File: config.mk
export PLATFORM = sky130hd
export DESIGN_NAME = deep_sleep_clock_gate_bank_one
export DESIGN_NICKNAME = d
export VERILOG_FILES = /design/src/clk_gate_pkg.sv /design/src/deep_sleep_clock_gate_bank_one.sv /design/src/unit_access_guard.sv
export SDC_FILE = /design/constraint.sdc
export NUM_CORES = 1
export LEC_CHECK = 0
export ABC_AREA = 1
export BUFFER_PORTS_ARGS = -buffer_cell sky130_fd_sc_hd__buf_2
export CAP_MARGIN = 5
export CORE_ASPECT_RATIO = 0.5
export CORE_MARGIN = 1.5
export CORE_UTILIZATION = 52
export DETAILED_ROUTE_END_ITERATION = 10
export PLACE_DENSITY = 0.93
export SYNTH_ARGS = -nofsm -noshare
export SYNTH_HDL_FRONTEND = slang
export SYNTH_SLANG_ARGS = --single-unit
File: constraint.sdc
create_clock -name sys_clk -period 2.39 [get_ports sys_clk]
set_input_delay 0.478 -clock sys_clk [delete_from_list [all_inputs] [get_ports sys_clk]]
set_output_delay 0.478 -clock sys_clk [all_outputs]
set_load 0.05 [all_outputs]
File: src/clk_gate_pkg.sv
package clk_gate_pkg;

  // ****************************************************************
  // bus geometry
  // ****************************************************************
  localparam int          DATA_W          = 32;
  localparam int          ADDR_W          = 12;
  localparam int          SEL_W           = 4;
  localparam int          UNIT_COUNT      = 8;
  localparam int          UNIT_IDX_W      = 3;

  // ****************************************************************
  // register offsets (byte addresses)
  // ****************************************************************
  localparam logic [11:0] RUN_CFG_OFF     = 12'h060;
  localparam logic [11:0] RUN_GATE_OFF    = 12'h104;
  localparam logic [11:0] SLEEP_GATE_OFF  = 12'h114;
  localparam logic [11:0] DEEP_GATE_OFF   = 12'h124;
  localparam logic [11:0] GATE_STATUS_OFF = 12'h130;

  // ****************************************************************
  // field positions
  // ****************************************************************
  localparam logic [4:0]  COMPARATOR_A_BIT   = 5'h18;
  localparam logic [4:0]  GP_COUNTER_C_BIT   = 5'h12;
  localparam logic [4:0]  GP_COUNTER_B_BIT   = 5'h11;
  localparam logic [4:0]  GP_COUNTER_A_BIT   = 5'h10;
  localparam logic [4:0]  TWO_WIRE_UNIT_BIT  = 5'h0C;
  localparam logic [4:0]  SYNC_SERIAL_BIT    = 5'h04;
  localparam logic [4:0]  ASYNC_SERIAL_B_BIT = 5'h01;
  localparam logic [4:0]  ASYNC_SERIAL_A_BIT = 5'h00;
  localparam logic [4:0]  AUTO_GATING_BIT    = 5'h1B;
  localparam logic [31:0] GATE_IMPL_MASK     = 32'h0107_1013;

  // ****************************************************************
  // reset values
  // ****************************************************************
  localparam logic [31:0] GATE_RESET      = 32'h0000_0000;
  localparam logic        AUTO_GATE_RESET = 1'b0;

  typedef enum logic [1:0] {
    BUS_IDLE   = 2'b01,
    BUS_ANSWER = 2'b10
  } bus_state_t;

  // unit index to its gate bit
  function automatic logic [4:0] unit_bit_pos(input logic [UNIT_IDX_W-1:0] idx);
    case (idx)
      3'h0:    unit_bit_pos = ASYNC_SERIAL_A_BIT;
      3'h1:    unit_bit_pos = ASYNC_SERIAL_B_BIT;
      3'h2:    unit_bit_pos = SYNC_SERIAL_BIT;
      3'h3:    unit_bit_pos = TWO_WIRE_UNIT_BIT;
      3'h4:    unit_bit_pos = GP_COUNTER_A_BIT;
      3'h5:    unit_bit_pos = GP_COUNTER_B_BIT;
      3'h6:    unit_bit_pos = GP_COUNTER_C_BIT;
      default: unit_bit_pos = COMPARATOR_A_BIT;
    endcase
  endfunction : unit_bit_pos

  // byte-lane merge of a write into a stored word
  function automatic logic [31:0] byte_merge(input logic [31:0] oldWord,
                                             input logic [31:0] newWord,
                                             input logic [3:0]  sel);
    for (int b = 0; b < 4; b++) begin
      byte_merge[b*8 +: 8] = sel[b] ? newWord[b*8 +: 8] : oldWord[b*8 +: 8];
    end
  endfunction : byte_merge

endpackage : clk_gate_pkg

File: src/deep_sleep_clock_gate_bank_one.sv
`timescale 1ns/1ps

// Behaviour
// - A set gate bit clocks its unit and a clear one stops the clock and holds the unit off.
// - Any access to a unit whose clock is gated off ends in a bus fault instead of completing.
// - The deep-sleep gate register sits at offset 0x124 and resets to 0x00000000, all units unclocked.
// - Run, sleep and deep-sleep gate registers exist in parallel and the auto-gating bit selects the sleep or deep-sleep ones in those modes.
// - Bit 24 is a read-write gate for the first analog comparator.
// - Bits 18, 17 and 16 are read-write gates for general-purpose counters two, one and zero.
// - Bit 12 is a read-write gate for the two-wire serial unit.
// - Bit 4 is a read-write gate for the synchronous serial unit.
// - Bits 1 and 0 are read-write gates for asynchronous serial units one and zero.
// - Reserved bits 31:25, 23:19, 15:13, 11:5 and 3:2 are read-only zero and software writes back what it read.
module deep_sleep_clock_gate_bank_one
  import clk_gate_pkg::*;
(
  input  wire logic                  sys_clk,
  input  wire logic                  rst,
  input  wire logic                  wb_cyc_i,
  input  wire logic                  wb_stb_i,
  input  wire logic                  wb_we_i,
  input  wire logic [ADDR_W-1:0]     wb_adr_i,
  input  wire logic [SEL_W-1:0]      wb_sel_i,
  input  wire logic [DATA_W-1:0]     wb_dat_i,
  output logic      [DATA_W-1:0]     wb_dat_o,
  output logic                       wb_ack_o,
  output logic                       wb_err_o,
  input  wire logic                  sleepMode,
  input  wire logic                  deepSleepMode,
  output logic      [DATA_W-1:0]     unitClkEn,
  input  wire logic                  accReq,
  input  wire logic [UNIT_IDX_W-1:0] accUnit,
  output logic                       accGrant,
  output logic                       accFault
);

  // ****************************************************************
  // state
  // ****************************************************************
  typedef struct packed {
    bus_state_t  busState;
    logic        ack;
    logic        err;
    logic [31:0] datOut;
    logic [31:0] runGate;
    logic [31:0] sleepGate;
    logic [31:0] deepGate;
    logic        autoGating;
    logic [31:0] gateEn;
  } gate_state_t;

  localparam gate_state_t STATE_RESET = '{
    busState:   BUS_IDLE,
    ack:        1'b0,
    err:        1'b0,
    datOut:     32'h0000_0000,
    runGate:    GATE_RESET,
    sleepGate:  GATE_RESET,
    deepGate:   GATE_RESET,
    autoGating: AUTO_GATE_RESET,
    gateEn:     GATE_RESET
  };

  gate_state_t          stateReg;
  gate_state_t          stateNext;
  logic                 busReq;
  logic                 hitRun;
  logic                 hitSleep;
  logic                 hitDeep;
  logic                 hitCfg;
  logic                 hitStatus;
  logic                 mapped;
  logic                 writeNow;
  logic [31:0]          rdWord;
  logic [31:0]          selGate;
  logic [UNIT_COUNT-1:0] unitGate;

  // ****************************************************************
  // gate selection
  // ****************************************************************
  // deep sleep outranks sleep when both mode inputs are high
  function automatic logic [31:0] select_gate(input logic [31:0] runG,
                                              input logic [31:0] sleepG,
                                              input logic [31:0] deepG,
                                              input logic        autoG,
                                              input logic        sleepM,
                                              input logic        deepM);
    if (autoG && deepM) begin
      select_gate = deepG;
    end else if (autoG && sleepM) begin
      select_gate = sleepG;
    end else begin
      select_gate = runG;
    end
  endfunction : select_gate

  function automatic logic word_hit(input logic [11:0] adr, input logic [11:0] off);
    word_hit = (adr[11:2] == off[11:2]);
  endfunction : word_hit

  // ****************************************************************
  // address decode
  // ****************************************************************
  always_comb begin
    busReq    = wb_cyc_i && wb_stb_i;
    hitRun    = word_hit(wb_adr_i, RUN_GATE_OFF);
    hitSleep  = word_hit(wb_adr_i, SLEEP_GATE_OFF);
    hitDeep   = word_hit(wb_adr_i, DEEP_GATE_OFF);
    hitCfg    = word_hit(wb_adr_i, RUN_CFG_OFF);
    hitStatus = word_hit(wb_adr_i, GATE_STATUS_OFF);
    mapped    = hitRun || hitSleep || hitDeep || hitCfg || hitStatus;
    writeNow  = (stateReg.busState == BUS_ANSWER) && stateReg.ack && busReq && wb_we_i;
  end

  // ****************************************************************
  // read mux
  // ****************************************************************
  always_comb begin
    rdWord = 32'h0000_0000;
    if (hitRun) begin
      rdWord = stateReg.runGate & GATE_IMPL_MASK;
    end else if (hitSleep) begin
      rdWord = stateReg.sleepGate & GATE_IMPL_MASK;
    end else if (hitDeep) begin
      rdWord = stateReg.deepGate & GATE_IMPL_MASK;
    end else if (hitCfg) begin
      rdWord[AUTO_GATING_BIT] = stateReg.autoGating;
    end else if (hitStatus) begin
      rdWord = stateReg.gateEn;
    end
  end

  // ****************************************************************
  // next state
  // ****************************************************************
  always_comb begin
    stateNext     = stateReg;
    stateNext.ack = 1'b0;
    stateNext.err = 1'b0;
    selGate       = select_gate(stateReg.runGate, stateReg.sleepGate, stateReg.deepGate,
                                stateReg.autoGating, sleepMode, deepSleepMode);
    // unimplemented positions never carry a clock enable
    stateNext.gateEn = selGate & GATE_IMPL_MASK;
    case (stateReg.busState)
      BUS_IDLE: begin
        if (busReq) begin
          stateNext.busState = BUS_ANSWER;
          if (mapped) begin
            stateNext.ack    = 1'b1;
            stateNext.datOut = rdWord;
          end else begin
            stateNext.err    = 1'b1;
            stateNext.datOut = 32'h0000_0000;
          end
        end
      end
      BUS_ANSWER: begin
        // write lands on the edge at which the master samples ack
        stateNext.busState = BUS_IDLE;
        if (writeNow) begin
          if (hitRun) begin
            stateNext.runGate = byte_merge(stateReg.runGate, wb_dat_i, wb_sel_i) & GATE_IMPL_MASK;
          end
          if (hitSleep) begin
            stateNext.sleepGate = byte_merge(stateReg.sleepGate, wb_dat_i, wb_sel_i) & GATE_IMPL_MASK;
          end
          if (hitDeep) begin
            stateNext.deepGate = byte_merge(stateReg.deepGate, wb_dat_i, wb_sel_i) & GATE_IMPL_MASK;
          end
          if (hitCfg && wb_sel_i[AUTO_GATING_BIT[4:3]]) begin
            stateNext.autoGating = wb_dat_i[AUTO_GATING_BIT];
          end
        end
      end
      default: begin
        stateNext.busState = BUS_IDLE;
      end
    endcase
  end

  always_ff @(posedge sys_clk) begin
    if (rst) begin
      stateReg <= STATE_RESET;
    end else begin
      stateReg <= stateNext;
    end
  end

  // ****************************************************************
  // outputs
  // ****************************************************************
  assign wb_dat_o  = stateReg.datOut;
  assign wb_ack_o  = stateReg.ack;
  assign wb_err_o  = stateReg.err;
  assign unitClkEn = stateReg.gateEn;

  always_comb begin
    unitGate = '0;
    for (int i = 0; i < UNIT_COUNT; i++) begin
      unitGate[i] = stateReg.gateEn[unit_bit_pos(i[UNIT_IDX_W-1:0])];
    end
  end

  // ****************************************************************
  // fault on unclocked unit
  // ****************************************************************
  unit_access_guard #(
    .UNITS    (UNIT_COUNT)
  ) unit_access_guard_i (
    .sys_clk  (sys_clk),
    .rst      (rst),
    .unitGate (unitGate),
    .accReq   (accReq),
    .accUnit  (accUnit),
    .accGrant (accGrant),
    .accFault (accFault)
  );

  // ****************************************************************
  // assertions
  // ****************************************************************
  property p_reset_clear;
    @(posedge sys_clk) rst |=> (stateReg.deepGate == 32'h0000_0000) && (unitClkEn == 32'h0000_0000);
  endproperty
  a_reset_clear: assert property (p_reset_clear) else $error("gates not zero after reset");

  property p_gate_follows;
    @(posedge sys_clk) disable iff (rst)
      !$past(rst) |-> unitClkEn == ($past(selGate) & GATE_IMPL_MASK);
  endproperty
  a_gate_follows: assert property (p_gate_follows) else $error("clock enables do not follow selected gate");

  property p_run_when_no_auto;
    @(posedge sys_clk) disable iff (rst)
      (!stateReg.autoGating && deepSleepMode) ##1 !$past(rst) |-> unitClkEn == $past(stateReg.runGate);
  endproperty
  a_run_when_no_auto: assert property (p_run_when_no_auto) else $error("run gates not applied");

  property p_deep_when_auto;
    @(posedge sys_clk) disable iff (rst)
      (stateReg.autoGating && deepSleepMode) ##1 !$past(rst) |-> unitClkEn == $past(stateReg.deepGate);
  endproperty
  a_deep_when_auto: assert property (p_deep_when_auto) else $error("deep gates not applied");

  property p_fault_unclocked;
    @(posedge sys_clk) disable iff (rst)
      (accReq && !unitGate[accUnit]) |=> accFault && !accGrant;
  endproperty
  a_fault_unclocked: assert property (p_fault_unclocked) else $error("no fault on unclocked unit");

  property p_grant_clocked;
    @(posedge sys_clk) disable iff (rst)
      (accReq && unitGate[accUnit]) |=> accGrant && !accFault;
  endproperty
  a_grant_clocked: assert property (p_grant_clocked) else $error("clocked unit access faulted");

  property p_reserved_zero;
    @(posedge sys_clk) disable iff (rst)
      wb_ack_o |-> (wb_dat_o & ~GATE_IMPL_MASK & ~(32'h0000_0001 << AUTO_GATING_BIT)) == 32'h0000_0000;
  endproperty
  a_reserved_zero: assert property (p_reserved_zero) else $error("reserved bits read nonzero");

  property p_deep_write;
    @(posedge sys_clk) disable iff (rst)
      (writeNow && hitDeep && wb_sel_i == 4'hF) |=> stateReg.deepGate == ($past(wb_dat_i) & GATE_IMPL_MASK);
  endproperty
  a_deep_write: assert property (p_deep_write) else $error("deep gate write lost");

  property p_ack_latency;
    @(posedge sys_clk) disable iff (rst)
      (stateReg.busState == BUS_IDLE && busReq) |=> (wb_ack_o ^ wb_err_o) ##1 !wb_ack_o && !wb_err_o;
  endproperty
  a_ack_latency: assert property (p_ack_latency) else $error("bus answer timing wrong");

  property p_unmapped_err;
    @(posedge sys_clk) disable iff (rst)
      (stateReg.busState == BUS_IDLE && busReq && !mapped) |=> wb_err_o;
  endproperty
  a_unmapped_err: assert property (p_unmapped_err) else $error("unmapped access not refused");

  // ****************************************************************
  // sleep selection, storage, read-back and guard checks
  // ****************************************************************
  property p_sleep_when_auto;
    @(posedge sys_clk) disable iff (rst)
      (stateReg.autoGating && sleepMode && !deepSleepMode) ##1 !$past(rst)
      |-> unitClkEn == $past(stateReg.sleepGate);
  endproperty
  a_sleep_when_auto: assert property (p_sleep_when_auto) else $error("sleep gates not applied");

  property p_deep_reserved;
    @(posedge sys_clk) disable iff (rst)
      (stateReg.deepGate & ~GATE_IMPL_MASK) == 32'h0000_0000;
  endproperty
  a_deep_reserved: assert property (p_deep_reserved) else $error("reserved deep gate bits stored");

  property p_enables_reserved;
    @(posedge sys_clk) disable iff (rst)
      (unitClkEn & ~GATE_IMPL_MASK) == 32'h0000_0000;
  endproperty
  a_enables_reserved: assert property (p_enables_reserved) else $error("enable on unimplemented bit");

  property p_err_no_write;
    @(posedge sys_clk) disable iff (rst)
      (stateReg.busState == BUS_ANSWER && stateReg.err)
      |=> $stable(stateReg.deepGate) && $stable(stateReg.runGate);
  endproperty
  a_err_no_write: assert property (p_err_no_write) else $error("refused access changed a gate");

  property p_auto_write;
    @(posedge sys_clk) disable iff (rst)
      (writeNow && hitCfg && wb_sel_i[AUTO_GATING_BIT[4:3]])
      |=> stateReg.autoGating == $past(wb_dat_i[AUTO_GATING_BIT]);
  endproperty
  a_auto_write: assert property (p_auto_write) else $error("auto gating write lost");

  property p_read_data;
    @(posedge sys_clk) disable iff (rst)
      (stateReg.busState == BUS_IDLE && busReq && hitDeep && !wb_we_i)
      |=> wb_ack_o && wb_dat_o == $past(stateReg.deepGate);
  endproperty
  a_read_data: assert property (p_read_data) else $error("deep gate read data wrong");

  property p_guard_idle;
    @(posedge sys_clk) disable iff (rst)
      !$past(accReq) |-> !accGrant && !accFault;
  endproperty
  a_guard_idle: assert property (p_guard_idle) else $error("guard answer without request");

  property p_deep_hold;
    @(posedge sys_clk) disable iff (rst)
      !(writeNow && hitDeep) |=> $stable(stateReg.deepGate);
  endproperty
  a_deep_hold: assert property (p_deep_hold) else $error("deep gate changed without write");

  c_deep_write:  cover property (@(posedge sys_clk) disable iff (rst) writeNow && hitDeep);
  c_fault:       cover property (@(posedge sys_clk) disable iff (rst) accFault);
  c_deep_active: cover property (@(posedge sys_clk) disable iff (rst)
                                 stateReg.autoGating && deepSleepMode && unitClkEn != 32'h0000_0000);
  c_unmapped:    cover property (@(posedge sys_clk) disable iff (rst) wb_err_o);
  c_sleep_active: cover property (@(posedge sys_clk) disable iff (rst)
                                  stateReg.autoGating && sleepMode && !deepSleepMode);

endmodule : deep_sleep_clock_gate_bank_one

File: src/unit_access_guard.sv
`timescale 1ns/1ps

module unit_access_guard
  import clk_gate_pkg::*;
#(
  parameter int UNITS = UNIT_COUNT
) (
  input  wire logic                  sys_clk,
  input  wire logic                  rst,
  input  wire logic [UNITS-1:0]      unitGate,
  input  wire logic                  accReq,
  input  wire logic [UNIT_IDX_W-1:0] accUnit,
  output logic                       accGrant,
  output logic                       accFault
);

  // ****************************************************************
  // state
  // ****************************************************************
  typedef struct packed {
    logic grant;
    logic fault;
  } guard_state_t;

  guard_state_t guardReg;
  guard_state_t guardNext;
  logic         clocked;

  always_comb begin
    guardNext = guardReg;
    clocked   = unitGate[accUnit];
    // unclocked unit never completes, it faults instead
    guardNext.grant = accReq && clocked;
    guardNext.fault = accReq && !clocked;
  end

  always_ff @(posedge sys_clk) begin
    if (rst) begin
      guardReg <= '0;
    end else begin
      guardReg <= guardNext;
    end
  end

  assign accGrant = guardReg.grant;
  assign accFault = guardReg.fault;

endmodule : unit_access_guard

==> results of run 1 <==
[worst paths after layout]
kind,startpoint,endpoint,slack [ns],cells past startpoint
hold / removal,accReq,unit_access_guard_i.accGrant,0.43,3
hold reg to reg,wb_dat_o[17],wb_dat_o[17],0.46,2
setup / recovery,wb_adr_i[11],stateReg[97],0.60,7
setup reg to reg,stateReg[164],stateReg[97],0.66,7
[area by class of cell]
cell class	count	area share
repair buffers	56	0.0888
well taps	73	0.0284
inverters	58	0.0678
clock buffers	6	0.0401
flip-flops and latches	48	0.299
clock inverters	2	0.0109
multi-input cells	326	0.465
[registers in the layout (all words and copies together), names as in the netlist]
register,count
stateReg,27
wb_dat_o,9
wb_ack_o,1
unit_access_guard_i.accFault,1
unit_access_guard_i.accGrant,1
wb_err_o,1
unitClkEn,8
[per-stage QoR]
| step | power [mW] | setup slack [ns] | util | hold slack (ns) | instance area (um2) |
|---|---|---|---|---|---|
| floorplan | 1.12 | 0.867 | - | 0.446 | 3200 |
| global placement | 1.10 | 0.539 | 0.550 | 0.450 | 3050 |
| detailed placement | 1.11 | 0.464 | 0.550 | 0.453 | 3050 |
| CTS | 1.87 | 0.714 | 0.580 | 0.428 | 3210 |
| global route | 1.92 | 0.539 | 0.580 | 0.436 | 3210 |
| finish | 1.87 | 0.599 | 0.580 | 0.430 | 3210 |
[cell usage in the layout, fill, tap and decap left out, types with 3 or more instances in the layout]
master,count
nor2_1,80
buf_2,54
nor2_2,5
inv_2,4
dfxtp_1,48
inv_1,54
nor4_1,4
o21ai_0,43
a21oi_1,30
nor3_1,3
nor2_4,3
nand3_1,30
nand2_1,68
conb_1,47
clkbuf_16,5
[worst min-delay path, cell delays in order]
cell and delay [ns]:
buf_2 0.10, nand2_1 0.06, nor2_1 0.03
[kinds of logic (layout without fill, tap and decap cells)]
logic type	after synthesis	in the layout	share of synthesized area
AOI/OAI and AO/OA	75	75	0.125
muxes	1	1	0.00372
and+or+nand+nor	203	203	0.306
other	1	47	0.00124
DFF	48	48	0.317
buffers and inverters	131	122	0.247
[cell usage after synthesis (all sizes together)]
cell type,instances
nand3b,1
mux2,1
clkbuf,6
nor3,5
nor4,5
nor2,88
nand3,33
dfxtp,48
buf,67
o2111ai,1
nand2,71
conb,1
inv,58
o21ai,44
a21oi,30
[where the power goes]
group          total, mW  internal, mW  switching (mW)  leakage (nW)
clock              0.776         0.492           0.284        0.0808
sequential         0.805         0.803         0.00131         0.387
combinational      0.290        0.0435           0.247          1.07
total               1.87          1.34           0.532          1.54
[per-layer routing]
metal / vias up / track usage
met2: 208 / 0.355
met1: 1262 / 0.309
met4: 0 / 0.0531
li1: 1405 / -
met5: - / 0
met3: 15 / 0.0521
==> impl_metrics.ini, run 1 <==
[clocking]
clock_sinks = 48
post_cts_buffers = 0
htree_levels = 2
clk_pin_slew_ns = 0.06
clockBufferDepth = 2
ctsRootBufferMaster = clkbuf_16
cts_tree = yes
cts_hold_buffers = 0
cts_resized = 0
insertion_delay_ns = 0.28
numCtsBuffers = 5

[sta]
skew_ns = 0.00593
slew_viol_final = 0
finalCritPeriodShare = 0.749
max_slew_margin = 0.554
hold_viol = 0
rsz0062_at_grt = false
final-setup-viol-count = 0
min_period_ns = 1.79
worst_pin_slew_ns = 0.668
fin_setup_tns_ns = 0
fmax_ghz = 0.558

[floorplanning]
die_w_um = 111
fp.dieArea_mm2 = 0.00632
initial_core_util = 0.547
coreArea_mm2 = 0.00554
die_h_um = 57.0
io_pins = 127
core.rowCount = 19

[route]
wl_met2_mm = 2.97
wl_met1_mm = 3.00
wl_met3_um = 973
drtAntennaViolNets = 0
drt-total-wl_mm = 7.05
vias = 2890
dr.pass1.iters = 7
route.detailed.drc = 0
wl_per_cell_um = 12.4
viasPerCell = 5.08
highest_layer = met4
initialDrtViolationCount = 400

[min_path]
worst_hold_path_type = in -> reg

[synth]
yosysWarningCount = 0
mappedNetlistArea_mm2 = 0.00303
yosys.area.top_type = dfxtp_1
netlist_instances = 459
synth_top_area_share = 0.317
synth_cell_types = 27
synthTopCellsByArea = dfxtp_1 32%, buf_4 16%, nor2_1 9.9%
avgSynthCellArea_um2 = 6.60
yosysSeqAreaShare = 0.317
ys_ff_latch = 48

[global_route]
antenna_found_initial = 0
grt_max_degree = 25
grt_pass1_wl_mm = 11.3
grt.overflow.total = 0
track_usage = 0.222
grt_pass1_vias = 2353

[layout]
drive_gt1_frac = 0.171
multi_input_area_mm2 = 0.00149
diodes = 0
layout-area-overhead-vs-synth_pct = 6.07
nNetsFinal = 554
fillers = 487
regArea_um2 = 961
final_cells = 569

[setup_path]
end_kind = register
required_ns = 2.55
worstSetupPathType = in -> reg
crit_chain = buf_2 > nor2_1 > nand2_1 > nor4_1 > nand2_1 > o21ai_0 > nor2_1
crit_fanout = 4
cp-start-kind = input port
cp_top_family = simple AND/OR/NAND/NOR gates
crit_buf_inv = 1
worst_ep_arrival_time_ns = 1.95
crit_slowest_cell = nor4_1
cpPeakStageDelay_ns = 0.38

[power]
power.density_mw_per_mm2 = 582
p_leak_nw = 1.54
irDropWorstVdd_mv = 0.393

[placed_design]
placedCellCount = 561
globalplace.congestion = 0.879
dp_hpwl_mm = 5.08
numPortBuffers = 54

[flow_run]
drv_cap = 0

[run_status]
outcome = finished, final reports clean
(Power assumes the default switching activity.)
==> run 2, diff against run 1 <==
--- a/config.mk
+++ b/config.mk
@@ -5,14 +5,14 @@
 export SDC_FILE = /design/constraint.sdc
 export NUM_CORES = 1
 export LEC_CHECK = 0
-export ABC_AREA = 1
+export ABC_AREA = 0
 export BUFFER_PORTS_ARGS = -buffer_cell sky130_fd_sc_hd__buf_2
 export CAP_MARGIN = 5
 export CORE_ASPECT_RATIO = 0.5
 export CORE_MARGIN = 1.5
-export CORE_UTILIZATION = 52
+export CORE_UTILIZATION = 48
 export DETAILED_ROUTE_END_ITERATION = 10
-export PLACE_DENSITY = 0.93
+export PLACE_DENSITY = 0.88
 export SYNTH_ARGS = -nofsm -noshare
 export SYNTH_HDL_FRONTEND = slang
 export SYNTH_SLANG_ARGS = --single-unit
==> constraint.sdc (replaced) <==
create_clock -name sys_clk -period 1.8 [get_ports sys_clk]
set_input_delay 0.36 -clock sys_clk [delete_from_list [all_inputs] [get_ports sys_clk]]
set_output_delay 0.36 -clock sys_clk [all_outputs]
set_load 0.05 [all_outputs]
==> impl_metrics.ini, run 2 <==
[synth]
yosysWarningCount = 0
yosysMostFrequentCell = buf_4
netlist_instances = 344
synth_top_flop_cell = dfxtp_1
synthArstFlopShare = 0
synthTopCellsByArea = dfxtp_1 34%, buf_4 17%, mux2i_1 5.3%
synth_top_area_share = 0.339
yosysSeqAreaShare = 0.339
mappedNetlistArea_mm2 = 0.00284
netlist_top_cells_count = 64 x buf_4, 48 x dfxtp_1, 29 x nand2_1, 26 x nand3_1, 17 x a21oi_1
yosys.area.top_type = dfxtp_1
avgSynthCellArea_um2 = 8.25
ys_ff_latch = 48
synth_edf_count = 0
synth_cell_types = 40

[clocking]
clock_sinks = 48
clk_pin_slew_ns = 0.06
cts_tree = yes
numCtsBuffers = 5
clockBufferDepth = 2
htree_levels = 2
insertion_delay_ns = 0.29
ctsRootBufferMaster = clkbuf_16

[placed_design]
pre_cts_slack_ns = -0.266
dp_hpwl_mm = 5.32
placed_area_mm2 = 0.00304
placedCellCount = 462
globalplace.congestion = 0.837
numPortBuffers = 54

[floorplanning]
fp.dieArea_mm2 = 0.00641
initial_core_util = 0.508
die_w_um = 112
io_pins = 127
coreArea_mm2 = 0.00559
core.rowCount = 19
die_h_um = 57.4

[setup_path]
cpPeakStageDelay_ns = 0.56
worstSetupPathType = in -> reg
crit_chain = buf_2 > or4b_4 > or4_4 > buf_6 > o21ai_1 > a21oi_1
crit_slowest_cell = or4b_4
crit_fanout = 8
required_ns = 1.96
end_kind = register
worst_ep_arrival_time_ns = 2.02
cp-start-kind = input port
cp_top_family = simple AND/OR/NAND/NOR gates
crit_buf_inv = 2
r2r_setup_slack_ns = 0.26

[sta]
rsz0062_at_grt = true
fmax_ghz = 0.537
final-setup-viol-count = 1
slew_viol_final = 0
min_period_ns = 1.86
setup_ws_ns = -0.0610
fin_setup_tns_ns = -0.0610
skew_ns = 0.00476
finalCritPeriodShare = 1.03
hold_viol = 0

[route]
drtAntennaViolNets = 0
wl_met1_mm = 2.99
dr.pass1.iters = 5
drt-total-wl_mm = 7.30
wl_met3_um = 910
wl_per_cell_um = 15.5
highest_layer = met5
vias = 2643
wl_met2_mm = 3.14
initialDrtViolationCount = 340
route.detailed.drc = 0
viasPerCell = 5.62

[layout]
utilization = 0.580
regMostFlops = stateReg
layout_commonest_cell = buf_2
largest_register_ffs = 27
layout_common_cells = 54 x buf_2, 47 x conb_1, 47 x dfxtp_1
final_cells = 470
drive_gt1_frac = 0.270
fillers = 452
final_cell_area_mm2 = 0.00324
layout-area-overhead-vs-synth_pct = 14.2
nNetsFinal = 455
diodes = 0

[run_status]
outcome = finished with violations
failed_checks = negative setup slack

[global_route]
antenna_found_initial = 1
grt_pass1_wl_mm = 11.5
grt_max_degree = 32
grt_pass1_vias = 2328
track_usage = 0.228
grt.overflow.total = 0

[power]
irDropWorstVdd_mv = 0.473
p_leak_nw = 1.40
power.density_mw_per_mm2 = 778

[min_path]
worst_hold_path_type = in -> reg

[flow_run]
drv_cap = 0
[run 2: cell types whose count changed after synthesis, moves of 15 or more]
cell,delta
inv_1,-44
mux2i_1,+15
nand2_1,-39
nor2_1,-66
o21ai_0,-34
o21ai_1,+15
[run 2: cell type report]
cell class	instances	area [um2]	share of cell area
well taps	73	91.3	0.0282
multi-input cells	247	1480	0.456
inverters	10	37.5	0.0116
flip-flops and latches	48	962	0.297
clock inverters	3	42.5	0.0131
repair buffers	84	503	0.155
clock buffers	5	125	0.0386
[run 2: where the power goes]
| part | internal, mW | switching, mW |
|---|---|---|
| logic | 0.0804 | 0.318 |
| registers | 1.07 | 0.00156 |
| clock network | 0.652 | 0.402 |
[run 2: per-layer routing]
metal | global-route usage | up-vias
li1 | - | 1217
met1 | 0.295 | 1170
met2 | 0.372 | 215
met3 | 0.0691 | 39
met4 | 0.0741 | 2
met5 | 0 | -
[run 2: repair_timing]
| action | 4_1_cts | 5_1_grt |
|---|---|---|
| resized for setup | 0 | 9 |
| hold endpoints to repair | 0 | 0 |
| hold buffers | 0 | 0 |
| buffers inserted | 0 | 0 |
| setup endpoints to repair | 0 | 14 |
[run 2: logic make-up (layout without fill, tap and decap cells)]
| kind of cell | count (synthesis) | count (layout) | share of synthesized area |
|---|---|---|---|
| AO/OA/AOI/OAI | 73 | 73 | 0.174 |
| buffers and inverters | 95 | 102 | 0.212 |
| flip-flops | 48 | 48 | 0.339 |
| multiplexers | 17 | 17 | 0.0688 |
| other | 1 | 47 | 0.00132 |
| AND/OR/NAND/NOR | 110 | 110 | 0.205 |
[run 2: path summary, 6_finish.rpt]
check                start             to  depth (start not counted)
max            wb_adr_i[9]  stateReg[109]                          6
min           wb_dat_i[27]   stateReg[32]                          2
max reg2reg  stateReg[163]   stateReg[51]                          4
min reg2reg   wb_dat_o[27]   wb_dat_o[27]                          2
[run 2: worst register-to-register path, stage by stage, from the launching register on]
cell	delay, ns
dfxtp_1	0.32
and4b_1	0.39
and3_1	0.34
nand2_1	0.21
mux2i_1	0.16
[run 2: per-stage QoR]
stage	hold WS [ns]	power, mW
after CTS	0.313	2.53
after global routing	0.331	2.59
after detailed placement	0.448	1.48
after global placement	0.441	1.48
final	0.319	2.52
after floorplan	0.432	1.47
